[src/hw/ists_regs.vh]
// Constants for the instrument self-test sequencer
`ifndef ISTS_REGS_VH
`define ISTS_REGS_VH
// Command codes on the command port
`define ISTS_CMD_W        3
`define ISTS_CMD_TST      3'h1
`define ISTS_CMD_ERR      3'h2
`define ISTS_CMD_OSC_ON   3'h3
`define ISTS_CMD_OSC_OFF  3'h4
`define ISTS_CMD_OSC_Q    3'h5
`define ISTS_CMD_VER      3'h6
// Test groups in ascending error-number order
`define ISTS_GRP_OUT      3'h0
`define ISTS_GRP_OFS      3'h1
`define ISTS_GRP_CAL      3'h2
`define ISTS_GRP_AMP1     3'h3
`define ISTS_GRP_AMP2     3'h4
`define ISTS_GRP_LAST     3'h4
`define ISTS_ERR_OUT_BASE 16'h0064
`define ISTS_ERR_OFS_BASE 16'h00C8
`define ISTS_ERR_CAL_BASE 16'h0190
`define ISTS_ERR_AMP1_BASE 16'h0258
`define ISTS_ERR_AMP2_BASE 16'h0320
`define ISTS_STEPS_LONG   4'hA
`define ISTS_STEPS_SHORT  4'h5
// Limits in millivolts
`define ISTS_STEP_MV      16'h03E8
`define ISTS_ZERO_MAX_MV  16'h0032
// Self-test failed code -300, two's complement
`define ISTS_ERR_SELFTEST 16'hFED4
`define ISTS_ERR_NONE     16'h0000
// Language version 1990.0 as integer year
`define ISTS_VERSION      16'h07C6
// Settling time in ns and cycles at 25 MHz
`define ISTS_SETTLE_NS    1000
`define ISTS_CLK_NS       40
`define ISTS_SETTLE_CYC   ((`ISTS_SETTLE_NS + `ISTS_CLK_NS - 1) / `ISTS_CLK_NS)
`endif

[src/hw/ists_limit.v]
// Window comparator for one self-test step
`timescale 1ns/100ps
`include "ists_regs.vh"
module ists_limit #(
    parameter W = 16
) (
    input  wire [W-1:0] i_nominal,
    input  wire [W-1:0] i_reading,
    output wire         o_pass
);
    wire [W+4:0] nom20;
    wire [W+4:0] rd20;
    wire [W+4:0] lo;
    wire [W+4:0] hi;
    // Scaled by 20 so five percent is exactly nominal
    assign nom20 = {5'h00, i_nominal} * 21'h14;
    assign rd20  = {5'h00, i_reading} * 21'h14;
    assign lo    = nom20 - {5'h00, i_nominal};
    assign hi    = nom20 + {5'h00, i_nominal};
    // Zero step uses fixed 0..50 mV window
    assign o_pass = (i_nominal == {W{1'b0}}) ? (i_reading <= `ISTS_ZERO_MAX_MV)
                                             : (rd20 >= lo) && (rd20 <= hi);
endmodule

[src/hw/ists_top.v]
// Self-test sequencer with query and calibrator command responses
// Functional notes
// - Self-test query answers 0 when all steps pass, 1 otherwise.
// - Any failure lights amber indicator until error queue read or a passing run ends; read gives -300.
// - Nominal, minimum and maximum of every step are in millivolts.
// - Output DAC stepped 0..10 V by 1 V, errors 100..110 in order.
// - Each reading outside its min or max records that step's error number.
// - Zero step passes 0..50 mV; others within five percent of nominal.
// - Offset DAC stepped six levels to 5 V, errors 200..205.
// - Calibrator DAC stepped 0..10 V by 1 V, errors 400..410.
// - Offset DAC steps, first amplifier measured, errors 600..605.
// - Second stage gain one, offset DAC stepped, errors 800..805.
// - Oscillator on enables 0 dBm 50 MHz calibrator output; off disables.
// - Oscillator query returns 1 when enabled, 0 when disabled.
// - Version query returns compiled command-language version.
`timescale 1ns/100ps
`include "ists_regs.vh"
module ists_top #(
    parameter SETTLE_CYC = `ISTS_SETTLE_CYC
) (
    input  wire        i_clk,
    input  wire        i_rst,
    input  wire        i_cmd_valid,
    input  wire [2:0]  i_cmd,
    input  wire        i_adc_valid,
    input  wire [15:0] i_adc_mv,
    output reg         o_cmd_busy,
    output reg         o_resp_valid,
    output reg  [15:0] o_resp,
    output reg  [2:0]  o_dac_sel,
    output reg  [15:0] o_dac_mv,
    output reg         o_amp2_gain1,
    output reg         o_adc_start,
    output reg         o_err_valid,
    output reg  [15:0] o_err_num,
    output reg         o_trig_led,
    output reg         o_osc_en
);
    localparam [2:0] ST_IDLE   = 3'h0;
    localparam [2:0] ST_SET    = 3'h1;
    localparam [2:0] ST_SETTLE = 3'h2;
    localparam [2:0] ST_WAIT   = 3'h3;
    localparam [2:0] ST_CHECK  = 3'h4;
    localparam [2:0] ST_DONE   = 3'h5;

    reg [2:0]  state_q;
    reg [2:0]  grp_q;
    reg [3:0]  step_q;
    reg [15:0] cnt_q;
    reg [15:0] rd_q;
    reg        fail_q;
    reg [15:0] nominal;
    reg [15:0] base;
    reg [3:0]  last;
    wire       pass;

    // Step nominal is step index times one volt
    always @* begin
        nominal = {12'h000, step_q} * `ISTS_STEP_MV;
        base    = `ISTS_ERR_OUT_BASE;
        last    = `ISTS_STEPS_LONG;
        case (grp_q)
            `ISTS_GRP_OUT: begin
                base = `ISTS_ERR_OUT_BASE;
                last = `ISTS_STEPS_LONG;
            end
            `ISTS_GRP_OFS: begin
                base = `ISTS_ERR_OFS_BASE;
                last = `ISTS_STEPS_SHORT;
            end
            `ISTS_GRP_CAL: begin
                base = `ISTS_ERR_CAL_BASE;
                last = `ISTS_STEPS_LONG;
            end
            `ISTS_GRP_AMP1: begin
                base = `ISTS_ERR_AMP1_BASE;
                last = `ISTS_STEPS_SHORT;
            end
            default: begin
                base = `ISTS_ERR_AMP2_BASE;
                last = `ISTS_STEPS_SHORT;
            end
        endcase
    end

    // Limit check on the latched reading
    ists_limit #(
        .W (16)
    ) u_limit (
        .i_nominal (nominal),
        .i_reading (rd_q),
        .o_pass    (pass)
    );

    // Sequencer and command handling
    always @(posedge i_clk) begin
        if (i_rst) begin
            state_q      <= ST_IDLE;
            grp_q        <= 3'h0;
            step_q       <= 4'h0;
            cnt_q        <= 16'h0000;
            rd_q         <= 16'h0000;
            fail_q       <= 1'b0;
            o_cmd_busy   <= 1'b0;
            o_resp_valid <= 1'b0;
            o_resp       <= 16'h0000;
            o_dac_sel    <= 3'h0;
            o_dac_mv     <= 16'h0000;
            o_amp2_gain1 <= 1'b0;
            o_adc_start  <= 1'b0;
            o_err_valid  <= 1'b0;
            o_err_num    <= 16'h0000;
            o_trig_led   <= 1'b0;
            o_osc_en     <= 1'b0;
        end else begin
            o_resp_valid <= 1'b0;
            o_adc_start  <= 1'b0;
            o_err_valid  <= 1'b0;
            case (state_q)
                ST_IDLE: begin
                    if (i_cmd_valid) begin
                        o_resp_valid <= 1'b1;
                        o_resp       <= 16'h0000;
                        if (i_cmd == `ISTS_CMD_TST) begin
                            // Fresh run drops old failure records
                            o_resp_valid <= 1'b0;
                            fail_q       <= 1'b0;
                            grp_q        <= `ISTS_GRP_OUT;
                            step_q       <= 4'h0;
                            o_cmd_busy   <= 1'b1;
                            state_q      <= ST_SET;
                        end else if (i_cmd == `ISTS_CMD_ERR) begin
                            // Reading the queue reports and clears the fault
                            o_resp     <= o_trig_led ? `ISTS_ERR_SELFTEST : `ISTS_ERR_NONE;
                            o_trig_led <= 1'b0;
                        end else if (i_cmd == `ISTS_CMD_OSC_ON) begin
                            o_osc_en <= 1'b1;
                        end else if (i_cmd == `ISTS_CMD_OSC_OFF) begin
                            o_osc_en <= 1'b0;
                        end else if (i_cmd == `ISTS_CMD_OSC_Q) begin
                            o_resp <= {15'h0000, o_osc_en};
                        end else if (i_cmd == `ISTS_CMD_VER) begin
                            o_resp <= `ISTS_VERSION;
                        end
                    end
                end
                ST_SET: begin
                    o_dac_sel    <= grp_q;
                    o_dac_mv     <= nominal;
                    o_amp2_gain1 <= (grp_q == `ISTS_GRP_AMP2);
                    cnt_q        <= 16'h0000;
                    state_q      <= ST_SETTLE;
                end
                ST_SETTLE: begin
                    // Sampling too early would judge a moving level
                    if (cnt_q >= SETTLE_CYC[15:0] - 16'h0001) begin
                        o_adc_start <= 1'b1;
                        state_q     <= ST_WAIT;
                    end else begin
                        cnt_q <= cnt_q + 16'h0001;
                    end
                end
                ST_WAIT: begin
                    if (i_adc_valid) begin
                        rd_q    <= i_adc_mv;
                        state_q <= ST_CHECK;
                    end
                end
                ST_CHECK: begin
                    if (!pass) begin
                        // Error number follows the step level
                        o_err_valid <= 1'b1;
                        o_err_num   <= base + {12'h000, step_q};
                        fail_q      <= 1'b1;
                    end
                    state_q <= ST_SET;
                    if (step_q == last) begin
                        step_q <= 4'h0;
                        if (grp_q == `ISTS_GRP_LAST) begin
                            state_q <= ST_DONE;
                        end else begin
                            grp_q <= grp_q + 3'h1;
                        end
                    end else begin
                        step_q <= step_q + 4'h1;
                    end
                end
                ST_DONE: begin
                    o_resp_valid <= 1'b1;
                    o_resp       <= {15'h0000, fail_q};
                    o_trig_led   <= fail_q;
                    o_amp2_gain1 <= 1'b0;
                    o_dac_mv     <= 16'h0000;
                    o_cmd_busy   <= 1'b0;
                    state_q      <= ST_IDLE;
                end
                default: begin
                    state_q <= ST_IDLE;
                end
            endcase
        end
    end
endmodule

[config.mk]
export PLATFORM = sky130hd
export DESIGN_NAME = ists_top
export DESIGN_NICKNAME = d
export VERILOG_FILES = /design/src/hw/ists_limit.v /design/src/hw/ists_top.v
export VERILOG_INCLUDE_DIRS = /design/src /design/src/hw
export SDC_FILE = /design/constraint.sdc
export NUM_CORES = 1
export LEC_CHECK = 0
export ABC_AREA = 1
export BUFFER_PORTS_ARGS = -buffer_cell sky130_fd_sc_hd__buf_4
export CAP_MARGIN = 20
export CELL_PAD_IN_SITES_DETAIL_PLACEMENT = 0
export CELL_PAD_IN_SITES_GLOBAL_PLACEMENT = 2
export CORE_AREA = 3 3 153 155
export DETAILED_ROUTE_END_ITERATION = 7
export DIE_AREA = 0 0 156 158
export PLACE_DENSITY = 0.82
export SYNTH_ARGS = -nofsm -noshare
export SYNTH_HDL_FRONTEND = slang
export SYNTH_SLANG_ARGS = --single-unit
[constraint.sdc]
create_clock -name i_clk -period 8.7 [get_ports i_clk]
set_clock_uncertainty 0.05 [all_clocks]
set_input_delay 0.87 -clock i_clk [delete_from_list [all_inputs] [get_ports i_clk]]
set_output_delay 0.87 -clock i_clk [all_outputs]
set_load 0.02 [all_outputs]
After elaboration in Yosys (flattened, before gate mapping) --
Cells that the tools add are included. Widths: inputs -> output; s select.
Operators by class: bitwise gates (word level) 5, equal/unequal tests 26, $mul 3, add/sub/neg operators 6, $lt $le $gt $ge 4, reductions and logical operators 23, mux-type cells 50
Operators by type and width (number):
- $pmux 16 s2 | 3
- $mux 16 | 5
- $mux 11 | 4
- $pmux 10 s4 | 1
- $mux 3 | 10
- $add 21x14->21 | 1
- $ge 21x21->1 | 1
- $le 21x21->1 | 1
- $sub 21x14->21 | 1
- $ne 2x2->1 const B | 10
- $mul 16x3->19 const B | 1
- $eq 3x2->1 const B | 6
- $eq 3x3->1 const B | 6
- $add 16x1->16 const B | 1
- $add 16x4->16 | 1
- $ge 16x5->1 const B | 1
- $le 16x6->1 const B | 1
- $logic_not 16->1 | 1
- $mux 4 | 4
- $mux 1 | 15
- $pmux 3 s5 | 1
- $mul 11x3->14 const B | 1
- $reduce_and 4->1 | 3
- $mul 4x7->11 const B | 1
- other kinds (15) | 37
Word-level totals: register bits after elaboration 101, output and inout port bits 58, bits of input ports 23, word-level logic and storage cells 134

Logic depth before layout (Yosys ltp) --
depth after elaboration 9, depth in mapped cells 43, depth with buffers taken out 42

Cells and area by module --
From an unflattened synthesis, not the netlist that was laid out.
Second synthesis, totals: cells, all modules 1273, area, all modules 8709.6 um2
By module, submodules not included:
- ists_limit | cells an instance 729, area an instance 4600.7 um2, times used 1
- ists_top | cells an instance 544, area an instance 4108.9 um2, times used 1

Least setup slack after synthesis --
OpenSTA, ideal clock, no wires.
path type flip-flop to flip-flop, from reg step_q[1], to reg o_err_num[0], cell stages (with the launch flop) 40, period minus slack after synthesis 6333 ps, buffers on the path 1, data required time 8537 ps, data arrival time 6170 ps, slack 2367 ps, cell sequence dfxtp_1 fa_1 inv_1 fa_1 ha_1 a21oi_1 o21ai_2 xor2_2 inv_1 ha_1 ha_1 nand2_1 nand2_1 o21bai_1 a21oi_1 xor2_1 inv_1 ha_1 [4 not listed] a31oi_1 nor2_1 nand2_1 xor2_1 ha_1 a21oi_1 o21ai_0 nand2_1 nand2_1 a21oi_1 nand2_1 nand2_1 nand3_1 nor2_1 nor2_2 buf_6 nor2_1 nor2_1
On the way: cells in the longest elaborated chain, start to end 8
Ends and longest elaborated chain:
- start: declaration | line ists_top.v:48 | reg [3:0] step_q;
- start signal: assignment | line ists_top.v:185 | step_q <= step_q + 4'h1;
- $mul 4x7->11 (no line) (*)
- $mul 11x3->14 | line ists_limit.v:16 | assign nom20 = {5'h00, i_nominal} * 21'h14;
- $sub 21x14->21 / $add 21x14->21 (equally long branches) | line ists_limit.v:18, ists_limit.v:19
- $ge 21x21->1 / $le 21x21->1 (equally long branches) | line ists_limit.v:22 | : (rd20 >= lo) && (rd20 <= hi);
- $logic_and 1x1->1 | line ists_limit.v:22
- $mux 1 (*) | line ists_limit.v:21 | assign o_pass = (i_nominal == {W{1'b0}}) ? (i_reading <= `ISTS_ZERO_MAX_MV)
- $not 1->1 (no line) (*)
- $reduce_and 2->1 (no line) (*)
- end signal: assignment | line ists_top.v:173 | o_err_num <= base + {12'h000, step_q};
- end: declaration | line ists_top.v:35 | output reg [15:0] o_err_num,
Every way passes the cells marked *; elsewhere a longest branch is shown, timed or not. A chain may end at the register's enable or synchronous reset.

Worst setup path after layout --
from reg step_q[1], to reg fail_q
On the way: cells in the longest elaborated chain, start to end 8
Ends and longest elaborated chain:
- $mul 4x7->11 (no line) (*)
- $mul 11x3->14 | line ists_limit.v:16
- $sub 21x14->21 / $add 21x14->21 (equally long branches) | line ists_limit.v:18, ists_limit.v:19
- $ge 21x21->1 / $le 21x21->1 (equally long branches) | line ists_limit.v:22
- $logic_and 1x1->1 | line ists_limit.v:22
- $mux 1 (*) | line ists_limit.v:21
- $ne 2x2->1 (no line) (*)
- $reduce_and 4->1 (no line) (*)
- end signal: assignment | line ists_top.v:103 | fail_q <= 1'b0;
- end signal: assignment | line ists_top.v:127 | fail_q <= 1'b0;
- end signal: assignment | line ists_top.v:174 | fail_q <= 1'b1;
- end: declaration | line ists_top.v:51 | reg fail_q;
Marks and branches as above.

==> flow_metrics.tcl <==
set metrics [dict create \
    power_per_cell_area_nw_per_um2 211 \
    worst_path_most_repeated_cell "sky130_fd_sc_hd__nand2_1" \
    post_route_cells_drive_above_1_share 0.0973 \
    floorplan.die_area_sq_um 24600 \
    share_clk_of_total_power 0.224 \
    ff2ff_setup_slack_ps 1060 \
    synth-edff-count 0 \
    placement_rows 54 \
    global_route.usage.total 0.162 \
    cts_buffers 9 \
    timing_worst_slew_pin_value_ps 854 \
    end_kind "register" \
    seq_area_frac_synth 0.211 \
    synth_warnings 0 \
    vias_in_the_first_global_route 6652 \
    synthesis.area_sq_um 7480 \
    dp.final_hpwl_mm 16.1 \
    io_pins 81 \
    die_w_um 156 \
    timing.critical_path.required_ps 8870 \
    seq_power_share 0.232 \
    maxCapViolCount 0 \
    first_iter_violations 345 \
    finalSetupViolations 0 \
    synth_flop_cell "sky130_fd_sc_hd__dfxtp_1" \
    drt-wirelength-per-cell_um 13.8 \
    timing.final.ws_setup_ps 1060 \
    area_growth_syn_to_layout_pct 12.9 \
    min-delay-path-class "reg2reg" \
    clock_tree.htree_level_count 3 \
    grt_max_degree 39 \
    final_core_utilization 0.385 \
    floorplan.initialDensity 0.341 \
    report.power.total_mw 1.78 \
    final_antenna_violating_net_count 0 \
    core_area_sq_um 22000 \
    place_congestion 0.847 \
    outcome "finished, final reports clean" \
    globalRoute.totalOverflow 0 \
    cts.path.max_buffers 2 \
    fin_nets 1287 \
    timing.fmax_mhz 131 \
    worst_path_max_delay_cell "sky130_fd_sc_hd__xnor2_1" \
    numPortBuffers 68 \
    synth_top_cell_by_area "sky130_fd_sc_hd__dfxtp_1" \
    drt-vias-per-instance 4.81 \
    clockRootBuffer "sky130_fd_sc_hd__clkbuf_16" \
    dpl_worst_slack_ps 1030 \
    synth.distinct_cells 43 \
    cp-start-kind "register" \
    critPathMaxStageDelay_ps 660 \
    post_cts_hold_buffers 0 \
    tritoncts "built" \
    timing.setup.critical_path_class "reg2reg" \
    slew_headroom 0.430 \
    drtPass1Iterations 5 \
    crit_fanout 11 \
    power.share.combinational 0.544 \
    fill_cells 2372 \
    final.min_clock_period_ps 7640 \
    p_leak_nw 4.40 \
    switching_power_uw 826 \
    avgSynthCellArea_sq_um 6.87 \
    antenna_cells 0 \
    cts-resized-gates 0 \
    postRouteWirelength_mm 19.7 \
    clk_pin_slew_ps 70 \
    rsz0062_at_grt "no" \
    cp_data_arrival_time_ps 7810 \
    synth_cells 1089 \
    fin_tns_setup_ps 0 \
    synth_async_sr_flop_share 0 \
    clk_latency_ps 350 \
    timing.final.hold_violations 0 \
    cts.sink_count 79 \
    switching_portion_of_total_power 0.463 \
    antenna_found_initial 0 \
    netlist.area_leader.share 0.211 \
    postCtsSetupBuffers 0 \
    ir_drop_mv 0.112 \
    drc 0 \
    die-height_um 158 \
    fin_crit_sh 0.878 \
    p_int_uw 959 \
    post_synth_main_area_contributors "sky130_fd_sc_hd__dfxtp_1 21%, sky130_fd_sc_hd__ha_1 20%, sky130_fd_sc_hd__nand2_1 10%" \
    timing.final.max_slew_violations 0 \
    routed-via-count 6829 \
    hold-worst-slack_ps 394 \
    global_route_wire_length_before_repair_mm 32.7 \
    synth_seq_cells 79 \
]
[placed cells by master, fill, tap and decap left out, types with 4 or more instances in the layout]
cell type and count:
sky130_fd_sc_hd__xor2_1 30, sky130_fd_sc_hd__inv_1 165, sky130_fd_sc_hd__clkbuf_16 9, sky130_fd_sc_hd__a31oi_1 10, sky130_fd_sc_hd__ha_1 117, sky130_fd_sc_hd__nand2_1 201
sky130_fd_sc_hd__nand4_1 23, sky130_fd_sc_hd__inv_2 5, sky130_fd_sc_hd__nor3_1 23, sky130_fd_sc_hd__nand3_1 64, sky130_fd_sc_hd__conb_1 13, sky130_fd_sc_hd__buf_4 68
sky130_fd_sc_hd__o21ai_0 51, sky130_fd_sc_hd__fa_1 11, sky130_fd_sc_hd__nand2_2 8, sky130_fd_sc_hd__nor2_2 6, sky130_fd_sc_hd__a21oi_1 92, sky130_fd_sc_hd__o21bai_1 6
sky130_fd_sc_hd__nand3b_1 4, sky130_fd_sc_hd__dfxtp_1 79, sky130_fd_sc_hd__nor2_1 102, sky130_fd_sc_hd__xnor2_1 11, sky130_fd_sc_hd__o211ai_1 4
[cell usage after synthesis, types with 2 or more instances]
master / instances
sky130_fd_sc_hd__o21a_1: 2
sky130_fd_sc_hd__clkbuf_1: 13
sky130_fd_sc_hd__inv_2: 5
sky130_fd_sc_hd__nand2_1: 201
sky130_fd_sc_hd__o21bai_1: 6
sky130_fd_sc_hd__conb_1: 2
sky130_fd_sc_hd__nor4_1: 3
sky130_fd_sc_hd__nor2_1: 103
sky130_fd_sc_hd__buf_6: 2
sky130_fd_sc_hd__xnor2_1: 11
sky130_fd_sc_hd__buf_2: 4
sky130_fd_sc_hd__a21o_1: 2
sky130_fd_sc_hd__o21ai_2: 3
sky130_fd_sc_hd__nor3_1: 23
sky130_fd_sc_hd__nand2_2: 8
sky130_fd_sc_hd__nand3b_1: 4
sky130_fd_sc_hd__clkinv_1: 2
sky130_fd_sc_hd__and2_1: 2
sky130_fd_sc_hd__a21boi_0: 3
sky130_fd_sc_hd__o21ai_0: 51
sky130_fd_sc_hd__a211oi_1: 3
sky130_fd_sc_hd__o31ai_1: 3
sky130_fd_sc_hd__nor2_2: 5
sky130_fd_sc_hd__a21oi_1: 92
sky130_fd_sc_hd__ha_1: 117
sky130_fd_sc_hd__nand4_1: 23
sky130_fd_sc_hd__dfxtp_1: 79
sky130_fd_sc_hd__a31oi_1: 10
sky130_fd_sc_hd__nand3_1: 64
sky130_fd_sc_hd__o211ai_1: 4
sky130_fd_sc_hd__inv_1: 165
sky130_fd_sc_hd__fa_1: 11
sky130_fd_sc_hd__buf_4: 24
sky130_fd_sc_hd__xor2_1: 30
[routing by layer]
layer	vias up	wire length, um	global-route usage
met3	15	588	0.0257
met5	-	0	0
li1	3614	-	-
met1	3102	9740	0.219
met2	98	9100	0.274
met4	0	234	0.0357
[power by group through the flow]
stage                     logic, mW  clock network, mW  registers [mW]
final                         0.971              0.400           0.414
after global routing           1.14              0.425           0.418
after CTS                     0.984              0.413           0.415
after detailed placement      0.980                  0           0.423
after global placement        0.989                  0           0.423
after floorplan               0.731                  0           0.429
[cell families (layout without fill, tap and decap cells)]
| kind of cell | Yosys count | count (layout) | synth area share |
|---|---|---|---|
| buf+inv | 216 | 257 | 0.123 |
| xor+xnor | 42 | 42 | 0.0502 |
| other cells | 2 | 13 | 0.00100 |
| simple gates | 438 | 438 | 0.252 |
| compound gates | 184 | 184 | 0.137 |
| fa+ha+maj | 128 | 128 | 0.225 |
| flops | 79 | 79 | 0.211 |
[critical path: cells and delay by family (launching register included)]
kind / cells / cell delay (ps)
flops: 1 / 610
buf+inv: 3 / 290
compound gates: 6 / 860
simple gates: 14 / 2070
xor+xnor: 2 / 840
fa+ha+maj: 7 / 2790
[flip-flops by register name (all words and copies together), names as in the netlist]
register	count
o_dac_sel	3
o_resp_valid	1
o_dac_mv	11
o_amp2_gain1	1
o_trig_led	1
o_resp	4
fail_q	1
rd_q	16
o_err_num	11
o_cmd_busy	1
state_q	3
o_err_valid	1
step_q	4
o_adc_start	1
grp_q	3
cnt_q	16
o_osc_en	1
[stage by stage]
stage,cells,area (sq um)
2_1_floorplan,1100,7520
3_3_place_gp,1404,8110
3_5_place_dp,1404,8110
4_1_cts,1420,8420
5_1_grt,1421,8450
6_report,1421,8450
[worst paths after layout]
| kind | start | cells past startpoint | to |
|---|---|---|---|
| min | cnt_q[5] | 2 | cnt_q[5] |
| max | step_q[1] | 32 | fail_q |
| max reg2reg | step_q[1] | 32 | fail_q |
| min reg2reg | cnt_q[5] | 2 | cnt_q[5] |
[area by class of cell]
class | instances | area (sq um) | area share
Clock buffer | 9 | 225 | 0.0266
Tap cell | 280 | 350 | 0.0415
Sequential cell | 79 | 1580 | 0.187
Clock inverter | 7 | 86.3 | 0.0102
Timing Repair Buffer | 69 | 538 | 0.0637
Inverter | 172 | 646 | 0.0764
Multi-Input combinational cell | 805 | 5020 | 0.595
No activity file was read; power rests on OpenSTA's default activity.
